## config.mk

```make
export PLATFORM = sky130hd
export DESIGN_NAME = alu_exec
export DESIGN_NICKNAME = d
export VERILOG_FILES = /design/src/pkg/alu_exec_pkg.sv /design/src/hw/alu_exec.sv
export VERILOG_INCLUDE_DIRS = /design/src /design/src/pkg
export SDC_FILE = /design/constraint.sdc
export NUM_CORES = 1
export LEC_CHECK = 0
export ABC_AREA = 1
export BUFFER_PORTS_ARGS = -buffer_cell sky130_fd_sc_hd__buf_2
export CORE_MARGIN = 2
export CORE_UTILIZATION = 50
export DETAILED_ROUTE_END_ITERATION = 10
export GPL_TIMING_DRIVEN = 0
export PLACE_DENSITY = 0.65
export SLEW_MARGIN = 40
export SYNTH_ARGS = -nofsm -noshare
export SYNTH_HDL_FRONTEND = slang
export SYNTH_SLANG_ARGS = --single-unit
```

## constraint.sdc

```tcl
create_clock -name clk_sys -period 7.45 [get_ports clk_sys]
set_input_delay 0.3725 -clock clk_sys [delete_from_list [all_inputs] [get_ports clk_sys]]
set_output_delay 0.3725 -clock clk_sys [all_outputs]
set_load 0.05 [all_outputs]
```

## src/pkg/alu_exec_regs.svh

```systemverilog
// Register offsets, field positions, reset values and opcodes of the
// integer add, logic and assert unit.
// Assumes an APB master with byte addresses on paddr[7:0].
//
// Function
// - An add with carry writes first operand plus second operand plus the carry flag to the target.
// - A plain add writes first operand plus second operand to the target, ignoring the carry flag.
// - Signed add_signed_op, with or without carry, raise an out-of-range trap on two's-complement overflow.
// - Unsigned add_signed_op, with or without carry, raise an out-of-range trap on a carry out of bit 31.
// - Every add writes its sum to the target even when it traps.
// - Every add updates the overflow, negative, zero and carry flags from its result.
// - The immediate bit picks the second operand: register value when clear, zero-extended low byte when set.
// - Opcode 1a is the unsigned add with carry from registers and 1b its immediate form.
// - The AND instruction writes the bitwise AND of both operands to the target.
// - The AND-NOT instruction writes the first operand ANDed with the inverted second operand.
// - Opcode 18 is the signed add with carry, trapping out of range on signed overflow.
// - The equality assert continues on equal operands, else traps to its vector, flags untouched.
// - A failing assert in user mode with vector 0 to 63 raises a protection violation instead.
`ifndef ALU_EXEC_REGS_SVH
`define ALU_EXEC_REGS_SVH

// Register byte offsets
`define OFS_CTRL   8'h00
`define OFS_OPA    8'h04
`define OFS_OPB    8'h08
`define OFS_INSTR  8'h0c
`define OFS_RESULT 8'h10
`define OFS_FLAGS  8'h14
`define OFS_TRAP   8'h18
`define OFS_STAT   8'h1c
`define OFS_MASK   8'h20

// Opcodes, register forms; bit 0 set gives the immediate form
`define OPC_ADD_SIGNED       8'h10
`define OPC_ADD_UNSIGNED     8'h12
`define OPC_ADD_CARRY_SIGNED 8'h18
`define OPC_ADD_CARRY_UNSIGN 8'h1a
`define OPC_AND              8'h90
`define OPC_AND_NOT          8'h9c
`define OPC_ASSERT_EQUAL     8'h70

// Interrupt status bit positions
`define IRQ_DONE  0
`define IRQ_OOR   1
`define IRQ_ASRT  2
`define IRQ_PROT  3
`define IRQ_ILL   4
`define IRQ_W     5

// Highest vector reserved to supervisor code
`define PROT_VEC_MAX 8'h3f

// Reset values
`define RST_WORD  32'h0000_0000
`define RST_FLAGS 4'h0
`define RST_IRQ   5'h00

`endif
```

## src/pkg/alu_exec_pkg.sv

```systemverilog
// Types shared by the integer add, logic and assert unit.
// Assumes the constants of alu_exec_regs.svh.
package alu_exec_pkg;

  // Arithmetic status flags
  typedef struct packed {
    logic v;
    logic n;
    logic z;
    logic c;
  } flags_s;

  // Outcome of the last executed instruction, one bus word
  typedef struct packed {
    logic       written;
    logic [6:0] pad_hi;
    logic [7:0] target;
    logic [7:0] vector;
    logic [4:0] pad_lo;
    logic       prot;
    logic       asrt;
    logic       oor;
  } trap_s;

  // Instruction class, one-hot
  typedef enum logic [4:0] {
    K_ADD  = 5'h01,
    K_AND  = 5'h02,
    K_AND_NOT_OP = 5'h04,
    K_ASSERT_EQUAL_OP = 5'h08,
    K_ILL  = 5'h10
  } op_kind_e;

endpackage : alu_exec_pkg

```

## src/hw/alu_exec.sv

```systemverilog
// Integer add, logic and assert execution unit with APB register access.
// Software loads operand values, then writes an instruction word, which
// executes at once; result, flags and trap outcome are read back.
// Assumes a single 20 MHz clock and an APB master following the protocol.
`include "alu_exec_regs.svh"

module alu_exec
(
  input  wire logic        clk_sys,
  input  wire logic        sys_rst,
  input  wire logic        psel,
  input  wire logic        penable,
  input  wire logic        pwrite,
  input  wire logic [7:0]  paddr,
  input  wire logic [31:0] pwdata,
  output logic      [31:0] prdata,
  output logic             pready,
  output logic             pslverr,
  output logic             irq
);

  logic [31:0]          ctrl_q, ctrl_d;
  logic [31:0]          opa_q, opa_d;
  logic [31:0]          opb_q, opb_d;
  logic [31:0]          instr_q, instr_d;
  logic [31:0]          result_q, result_d;
  alu_exec_pkg::flags_s flags_q, flags_d;
  alu_exec_pkg::trap_s  trap_q, trap_d;
  logic [`IRQ_W-1:0]    stat_q, stat_d, mask_q, mask_d, ev_set;
  logic [31:0]          prdata_q, prdata_d;
  logic                 pready_q, pready_d, pslverr_q, pslverr_d, irq_q, irq_d;

  logic                 setup, acc, fire, mapped;
  logic [7:0]           opc, base;
  logic                 imm;
  logic [31:0]          opb_x;
  logic [32:0]          sum;
  logic                 cin, sovf;
  alu_exec_pkg::op_kind_e kind;
  logic                 is_signed, is_carry_op;

  assign prdata  = prdata_q;
  assign pready  = pready_q;
  assign pslverr = pslverr_q;
  assign irq     = irq_q;

  // Bus phase decode
  assign setup = psel & ~penable;
  assign acc   = psel & penable & pready_q;
  assign fire  = acc & pwrite & (paddr == `OFS_INSTR);

  // Instruction fields
  assign opc  = pwdata[31:24];
  assign imm  = opc[0];
  assign base = {opc[7:1], 1'b0};

  assign opb_x = imm ? {24'h000000, pwdata[7:0]} : opb_q;

  // Opcode classification
  always_comb
  begin
    is_signed   = 1'b0;
    is_carry_op = 1'b0;
    case (base)
      `OPC_ADD_SIGNED:       kind = alu_exec_pkg::K_ADD;
      `OPC_ADD_UNSIGNED:     kind = alu_exec_pkg::K_ADD;
      `OPC_ADD_CARRY_SIGNED: kind = alu_exec_pkg::K_ADD;
      `OPC_ADD_CARRY_UNSIGN: kind = alu_exec_pkg::K_ADD;
      `OPC_AND:              kind = alu_exec_pkg::K_AND;
      `OPC_AND_NOT:          kind = alu_exec_pkg::K_AND_NOT_OP;
      `OPC_ASSERT_EQUAL:     kind = alu_exec_pkg::K_ASSERT_EQUAL_OP;
      default:               kind = alu_exec_pkg::K_ILL;
    endcase
    if (base == `OPC_ADD_SIGNED || base == `OPC_ADD_CARRY_SIGNED)
    begin
      is_signed = 1'b1;
    end
    if (base == `OPC_ADD_CARRY_SIGNED || base == `OPC_ADD_CARRY_UNSIGN)
    begin
      is_carry_op = 1'b1;
    end
  end

  assign cin  = is_carry_op & flags_q.c;
  assign sum  = {1'b0, opa_q} + {1'b0, opb_x} + {32'h00000000, cin};
  assign sovf = (opa_q[31] == opb_x[31]) & (sum[31] != opa_q[31]);

  // Instruction execution next state
  always_comb
  begin
    result_d = result_q;
    flags_d  = flags_q;
    trap_d   = trap_q;
    instr_d  = instr_q;
    ev_set   = '0;
    if (fire)
    begin
      instr_d        = pwdata;
      trap_d         = '0;
      trap_d.target  = pwdata[23:16];
      ev_set[`IRQ_DONE] = 1'b1;
      case (kind)
        alu_exec_pkg::K_ADD:
        begin
          result_d       = sum[31:0];
          trap_d.written = 1'b1;
          flags_d.v = sovf;
          flags_d.n = sum[31];
          flags_d.z = (sum[31:0] == 32'h00000000);
          flags_d.c = sum[32];
          trap_d.oor = is_signed ? sovf : sum[32];
        end
        alu_exec_pkg::K_AND:
        begin
          result_d       = opa_q & opb_x;
          trap_d.written = 1'b1;
          flags_d.n      = result_d[31];
          flags_d.z      = (result_d == 32'h00000000);
        end
        alu_exec_pkg::K_AND_NOT_OP:
        begin
          result_d       = opa_q & ~opb_x;
          trap_d.written = 1'b1;
          flags_d.n      = result_d[31];
          flags_d.z      = (result_d == 32'h00000000);
        end
        alu_exec_pkg::K_ASSERT_EQUAL_OP:
        begin
          trap_d.target = 8'h00;
          if (opa_q != opb_x)
          begin
            trap_d.vector = pwdata[23:16];
            if (ctrl_q[0] && pwdata[23:16] <= `PROT_VEC_MAX)
            begin
              trap_d.prot = 1'b1;
            end
            else
            begin
              trap_d.asrt = 1'b1;
            end
          end
        end
        default:
        begin
          trap_d.target = 8'h00;
        end
      endcase
      ev_set[`IRQ_OOR]  = trap_d.oor;
      ev_set[`IRQ_ASRT] = trap_d.asrt;
      ev_set[`IRQ_PROT] = trap_d.prot;
      ev_set[`IRQ_ILL]  = (kind == alu_exec_pkg::K_ILL);
    end
  end

  // Software writable registers and read path
  always_comb
  begin
    ctrl_d    = ctrl_q;
    opa_d     = opa_q;
    opb_d     = opb_q;
    mask_d    = mask_q;
    prdata_d  = prdata_q;
    pready_d  = setup;
    pslverr_d = 1'b0;
    mapped    = 1'b1;
    if (paddr == `OFS_CTRL)
      prdata_d = {31'h00000000, ctrl_q[0]};
    else if (paddr == `OFS_OPA)
      prdata_d = opa_q;
    else if (paddr == `OFS_OPB)
      prdata_d = opb_q;
    else if (paddr == `OFS_INSTR)
      prdata_d = instr_q;
    else if (paddr == `OFS_RESULT)
      prdata_d = result_q;
    else if (paddr == `OFS_FLAGS)
      prdata_d = {28'h0000000, flags_q};
    else if (paddr == `OFS_TRAP)
      prdata_d = trap_q;
    else if (paddr == `OFS_STAT)
      prdata_d = {27'h0000000, stat_q};
    else if (paddr == `OFS_MASK)
      prdata_d = {27'h0000000, mask_q};
    else
    begin
      prdata_d = 32'h00000000;
      mapped   = 1'b0;
    end
    if (!setup)
      prdata_d = prdata_q;
    pslverr_d = setup & ~mapped;
    if (acc && pwrite)
    begin
      if (paddr == `OFS_CTRL)
        ctrl_d = {31'h00000000, pwdata[0]};
      else if (paddr == `OFS_OPA)
        opa_d = pwdata;
      else if (paddr == `OFS_OPB)
        opb_d = pwdata;
      else if (paddr == `OFS_MASK)
        mask_d = pwdata[`IRQ_W-1:0];
    end
  end

  // Flags register also software writable, a bus write has priority over execution
  alu_exec_pkg::flags_s flags_n;
  always_comb
  begin
    flags_n = flags_d;
    if (acc && pwrite && paddr == `OFS_FLAGS)
      flags_n = pwdata[3:0];
  end

  // Sticky status per bit; a set beats the read clear
  genvar gi;
  generate
    for (gi = 0; gi < `IRQ_W; gi++)
    begin : g_stat
      always_comb
      begin
        stat_d[gi] = stat_q[gi];
        if (acc && !pwrite && paddr == `OFS_STAT && prdata_q[gi])
          stat_d[gi] = 1'b0;
        if (ev_set[gi])
          stat_d[gi] = 1'b1;
      end
    end
  endgenerate

  assign irq_d = |(stat_d & mask_d);

  // State registers
  always_ff @(posedge clk_sys or posedge sys_rst)
  begin
    if (sys_rst)
    begin
      ctrl_q    <= `RST_WORD;
      opa_q     <= `RST_WORD;
      opb_q     <= `RST_WORD;
      instr_q   <= `RST_WORD;
      result_q  <= `RST_WORD;
      flags_q   <= `RST_FLAGS;
      trap_q    <= `RST_WORD;
      stat_q    <= `RST_IRQ;
      mask_q    <= `RST_IRQ;
      prdata_q  <= `RST_WORD;
      pready_q  <= 1'b0;
      pslverr_q <= 1'b0;
      irq_q     <= 1'b0;
    end
    else
    begin
      ctrl_q    <= ctrl_d;
      opa_q     <= opa_d;
      opb_q     <= opb_d;
      instr_q   <= instr_d;
      result_q  <= result_d;
      flags_q   <= flags_n;
      trap_q    <= trap_d;
      stat_q    <= stat_d;
      mask_q    <= mask_d;
      prdata_q  <= prdata_d;
      pready_q  <= pready_d;
      pslverr_q <= pslverr_d;
      irq_q     <= irq_d;
    end
  end
endmodule : alu_exec

```

* After elaboration in Yosys (flattened, before gate mapping)
Index checks and enable logic that the tools add are counted.
W data, S select, Z words.
** Storage, ports and cells
- Bits in registers :: 198
- Input bits :: 45
- Logic and storage cells :: 147
** Cells by class
- Add/sub/neg operators :: 2
- $lt $le $gt $ge :: 1
- Equal/unequal tests :: 23
- Muxes and demuxes :: 54
- Bitwise gates (word level) :: 16
- Reductions and logical operators :: 30
** Operator list (number)
- $mux W32 :: 8
- $logic_not A32 Y1 :: 3
- $pmux W32 S3 :: 1
- $and A32 B32 Y32 :: 2
- $mux W5 :: 8
- $add A32 B32 Y33 :: 1
- $add A33 B1 Y33 :: 1
- $eq A8 B5 Y1 const B :: 4
- $ne A32 B32 Y1 :: 1
- $not A32 Y32 :: 1
- $eq A7 B4 Y1 const B :: 4
- $mux W1 :: 28
- $mux W8 :: 3
- $pmux W5 S4 :: 1
- $eq A8 B4 Y1 const B :: 2
- $eq A7 B7 Y1 const B :: 2
- $logic_and A1 B1 Y1 :: 10
- $and A1 B1 Y1 :: 8
- $eq A8 B3 Y1 const B :: 1
- $eq A8 B6 Y1 const B :: 1
- $le A8 B6 Y1 const B :: 1
- $logic_not A8 Y1 :: 1
- $mux W4 :: 2
- $reduce_and A2 Y1 :: 4
- other kinds (22) :: 28

* Depth between registers and ports, before layout
- Word-level depth :: 13
- Mapped depth :: 24
- Depth with buffers taken out :: 23

* Worst setup path after synthesis
Ideal clock, no wire load.
- Kind :: input -> register
- From :: input pwdata[24]
- To :: register irq_q, in the netlist irq
- Library setup time :: 0.117 ns
- Arrival time :: 2.811 ns
- Data required time :: 7.333 ns
- Setup slack :: 4.522 ns
- Stages on the path :: 22
- Cell sequence :: clkbuf_1 > clkbuf_1 > nand2_1 > o21ai_0 > inv_1 > fa_1 > inv_1 > fa_1 > inv_1 > nand2_1 > nand3_1 > nand2_1 > nand3_1 > nand3_1 > nand2_1 > nand2_1 > nand3_1 > o21bai_1 > nand3_2 > nand2_2 > nand2_1 > nand2_1
** Between the ends
- Word-level cells in the longest chain between the ends :: 11
- Elaborated cells on any way between the ends :: 17
- Classes of those cells :: 2 x add/sub; 3 x eq/ne; 9 x mux; 2 x bitwise; 1 x reduce/logical
** RTL lines
- start: declaration :: line alu_exec.sv:15 : input wire logic [31:0] pwdata,
- $mux W32 (*) :: line alu_exec.sv:57 : assign opb_x = imm ? {24'h000000, pwdata[7:0]} : opb_q;
- $add A32 B32 Y33 :: line alu_exec.sv:85 : assign sum = {1'b0, opa_q} + {1'b0, opb_x} + {32'h00000000, cin};
- $add A33 B1 Y33 :: line alu_exec.sv:85
- $ne A1 B1 Y1 :: line alu_exec.sv:86 : assign sovf = (opa_q[31] == opb_x[31]) & (sum[31] != opa_q[31]);
- $and A1 B1 Y1 :: line alu_exec.sv:86
- $mux W1 (*) :: line alu_exec.sv:111 : trap_d.oor = is_signed ? sovf : sum[32];
- $mux W1 (*) :: line alu_exec.sv:102 : case (kind)
- $mux W5 (*) :: line alu_exec.sv:96 : if (fire)
- $mux W1 (*) :: line alu_exec.sv:224 : if (ev_set[gi])
- via stat_d[1] :: line alu_exec.sv:29 : logic [`IRQ_W-1:0] stat_q, stat_d, mask_q, mask_d, ev_set;
- $and A5 B5 Y5 (*) :: line alu_exec.sv:230 : assign irq_d = |(stat_d & mask_d);
- $reduce_or A5 Y1 (*) :: line alu_exec.sv:230
- via irq_d :: line alu_exec.sv:31 : logic pready_q, pready_d, pslverr_q, pslverr_d, irq_q, irq_d;
- end signal: assignment :: line alu_exec.sv:265 : irq_q <= irq_d;
- end: declaration :: line alu_exec.sv:31
Mark *: on every way through the listed nets, which the timed path passes. The rest lies on a longest branch.
A chain may end at the register's enable or synchronous reset.

* Worst setup path after layout
- From :: input pwdata[24]
- To :: register flags_q[1] in the netlist's numbering
** Between the ends
- Word-level cells in the longest chain between the ends :: 7
- Elaborated cells on any way between the ends :: 12
- Classes of those cells :: 2 x add/sub; 4 x mux; 3 x bitwise; 3 x reduce/logical
** RTL lines
- $mux W32 (*) :: line alu_exec.sv:57
- $add A32 B32 Y33 or $not A32 Y32 (tied branches) :: line alu_exec.sv:85, alu_exec.sv:122
- $add A33 B1 Y33 or $and A32 B32 Y32 (tied branches) :: line alu_exec.sv:85, alu_exec.sv:122
- $logic_not A32 Y1, on equally long branches :: line alu_exec.sv:109, alu_exec.sv:125
- $pmux W2 S3 (*) :: line alu_exec.sv:102
- $mux W4 (*) :: line alu_exec.sv:96
- $mux W4 (*) :: line alu_exec.sv:210 : if (acc && pwrite && paddr == `OFS_FLAGS)
- end signal: assignment :: line alu_exec.sv:242 : flags_q <= `RST_FLAGS;
- end signal: assignment :: line alu_exec.sv:258 : flags_q <= flags_n;
- end: declaration :: line alu_exec.sv:27 : alu_exec_pkg::flags_s flags_q, flags_d;
Every way passes the cells marked *; elsewhere a longest branch is shown, timed or not. The select of a mux whose other input is x is not followed.

==> summary.md <==
| Metric | Value |
|---|---|
| Largest fanout on the critical path | 10 |
| Hpwl dp | 39200 um |
| Least-Margin Pin Slew | 0.937 ns |
| Sink Count | 198 |
| Mapped Cells | 1799 |
| TritonCTS buffer count | 17 |
| Initial Util | 0.508 |
| Top-area cell type share of the netlist area | 0.389 |
| Min Hold Slack | 0.209 ns |
| Initial antenna violation count | 0 |
| Vias/cell | 5.77 |
| Largest cells by area after synthesis | dfrtp_1 39%, nand2_1 14%, o21ai_0 7.3%, inv_1 7.2%, ha_1 6.3% |
| Mapped Area | 12700 um2 |
| Slew Limit Fails | 0 |
| Final setup violation count | 0 |
| Vias in the first global route | 12189 |
| Critical path required time | 7.83 ns |
| Row count | 58 |
| GR Overflow Total | 0 |
| PortBufs | 78 |
| Area of the core | 25100 um2 |
| Fraction of layout cells with a size suffix above 1 | 0.0978 |
| Clk_skew | 0.0255 ns |
| Tmin final | 3.74 ns |
| Internal power | 1620 uW |
| Number of diodes | 0 |
| Clock slew at reported path FFs | 0.10 ns |
| Logic pwr share | 0.109 |
| Slew HR | 0.373 |
| Hold_buf cts | 1 |
| CP Launch Type | input pin |
| Final period util | 0.501 |
| Type of the tightest min-delay check | input pin to flip-flop |
| Total negative slack | 0 ns |
| Sw power | 715 uW |
| Non-Filler Instances | 2242 |
| DRC | 0 |
| Max VDD drop | 153 uV |
| Clk_lat worst skew | 0.45 ns |
| Sw frac | 0.306 |
| Status | complete, no violations |
| Final nets | 2010 |
| Vias | 12938 |
| Final hold viol count | 0 |
| Pleak | 0.00754 uW |
| CTS tree | done |
| First-pass GRT wire length | 73600 um |
| Die span in y | 164 um |
| Syn avg cell area | 7.09 um2 |
| Cell variety after synth | 49 |
| Element type at the critical path end | flip-flop |
| Clock power share | 0.413 |
| Routability cong. | 1.00 |
| H-tree depth | 4 |
| Maximum number of pins on one net before global-route repair | 78 |
| Post-CTS Setup Inserts | 0 |
| Cell Pwr Density | 164 nW/um2 |
| Total wire length | 48800 um |
| Die Wd | 164 um |
| RSZ-0062 raised after global routing | false |
| Post-route ant nets | 0 |
| Clk buf depth | 2 |
| Total track usage | 0.371 |
| Yosys reg bits | 198 |
| Power, Total | 2340 uW |
| Post-synth top area cell | dfrtp_1 |
| Number of gates resized after CTS | 0 |
| Synthesized Nets | 1910 |
| Die area | 26800 um2 |
| Area grow syn2layout | 11.9% |
| Drt wl/cell | 21.8 um |
| Register area share after synthesis | 0.389 |
| # fillers | 2494 |
| WP data arrival | 4.11 ns |
| 1st-iter DRT viols | 1363 |
| Root buffer cell | clkbuf_16 |
| WS Path Type | input pin to flip-flop |
| MaxCap Viol Count | 0 |
| Fmax | 268 MHz |
| Flop pwr share | 0.478 |
| Ports | 80 |
| DRT Pass-1 Iters | 6 |
| Placed cells | 2209 |
| Synthesis Warnings | 0 |
-- cell families after synthesis --
| group | count (synthesis) | synth area share |
|---|---|---|
| fa+ha+maj | 66 | 0.0660 |
| simple gates | 804 | 0.268 |
| compound gates | 404 | 0.178 |
| flops | 198 | 0.389 |
| buf+inv | 327 | 0.0990 |
-- power groups by stage --
stage                     Clock (uW)  Combinational [uW]  Sequential, uW
final                            966                 254            1120
after global routing            1000                 275            1120
after detailed placement           0                 252            1140
after floorplan                    0                93.3            1210
after global placement             0                 245            1140
after CTS                        965                 254            1120
-- stage by stage --
step           worst slack (ns)  area, um2  utilization
3_3_place_gp             -0.646      13500        0.540
6_report                   3.71      14300        0.568
4_1_cts                    3.79      14300        0.568
3_5_place_dp               3.35      13600        0.543
5_1_grt                    3.43      14300        0.568
2_1_floorplan              1.68      12700            -
-- flip-flops by register name, summed over array words and instances, names as in the netlist, 4 cells and up --
signal    count
instr_q      32
stat_q        5
opb_q        32
prdata       32
mask_q        5
trap_q       20
result_q     32
opa_q        32
flags_q       4
-- layout by cell type, fill, tap and decap left out, types with 4 or more instances in the layout --
master | synthesis | final
o221ai_1 | 6 | 6
inv_1 | 243 | 242
dfrtp_1 | 198 | 198
nor4_1 | 19 | 19
nor2_1 | 159 | 159
o21ai_1 | 6 | 6
nand4_1 | 26 | 26
ha_1 | 64 | 64
a211oi_1 | 18 | 18
clkinv_8 | 0 | 7
nand3_1 | 69 | 69
clkbuf_16 | 0 | 17
o22ai_1 | 28 | 28
clkbuf_1 | 46 | 46
nor3_2 | 4 | 4
o211ai_1 | 16 | 16
clkinv_1 | 4 | 4
nand2_2 | 11 | 11
inv_2 | 16 | 16
nor3_1 | 14 | 14
nor2_2 | 6 | 6
nand3_2 | 6 | 6
a31oi_1 | 10 | 10
buf_2 | 14 | 92
o21ai_0 | 186 | 186
a21oi_1 | 115 | 115
nand2_1 | 478 | 478
-- metal layers --
| layer | GRT usage | wire [um] |
|---|---|---|
| met1 | 0.527 | 21400 |
| met2 | 0.589 | 22100 |
| met3 | 0.0549 | 3890 |
| met4 | 0.110 | 1450 |
| met5 | 0 | 0 |
-- critical path, stage by stage --
cell      delay [ns]
clkbuf_1        0.32
clkbuf_1        0.43
nand2_1         0.09
o21ai_0         0.17
inv_1           0.14
fa_1            0.42
inv_1           0.10
fa_1            0.23
inv_1           0.11
nand2_1         0.10
nand3_1         0.10
nand2_1         0.10
nand2_1         0.06
nor2_1          0.09
nand2_1         0.06
nor3_1          0.37
nand2_1         0.17
nor3_1          0.21
nand3_1         0.09
nand2_1         0.10
nand2_1         0.15
nand2_1         0.12
-- Yosys cell counts, drive strengths merged --
library cell	instances
nand2	490
inv	260
dfrtp	198
o21ai	192
nor2	168
a21oi	120
nand3	75
ha	64
clkbuf	46
o22ai	28
nand4	26
nor4	20
nor3	19
a211oi	18
buf	17
o211ai	16
a31oi	10
o221ai	6
clkinv	4
a22oi	3
nand3b	3
o21bai	3
fa	2
o41ai	2
a2111oi	1
a221oi	1
a41oi	1
and2	1
and3	1
o2111ai	1
o2bb2ai	1
o31ai	1
or2	1
-- path summary, 6_finish.rpt --
| path | from | end | slack, ns | depth (start not counted) |
|---|---|---|---|---|
| setup / recovery | pwdata[24] | flags_q[1] | 3.71 | 22 |
| hold / removal | pwdata[16] | opa_q[16] | 0.21 | 3 |
| setup reg to reg | flags_q[0] | flags_q[1] | 3.73 | 18 |
| hold reg to reg | instr_q[25] | instr_q[25] | 0.49 | 2 |
| max in group asynchronous | sys_rst | opb_q[5] | 5.91 | 5 |
| min in group asynchronous | sys_rst | instr_q[22] | 0.46 | 3 |
-- layout make-up --
cell class | instances | area (um2) | area share
Sequential cell | 198 | 4950 | 0.347
Multi-Input combinational cell | 1274 | 6550 | 0.459
Timing Repair Buffer | 81 | 455 | 0.0319
Buffer | 63 | 269 | 0.0189
Tap cell | 330 | 413 | 0.0289
Clock buffer | 17 | 425 | 0.0298
Inverter | 264 | 1000 | 0.0702
Clock inverter | 15 | 200 | 0.0140
(Power assumes the default switching activity.)
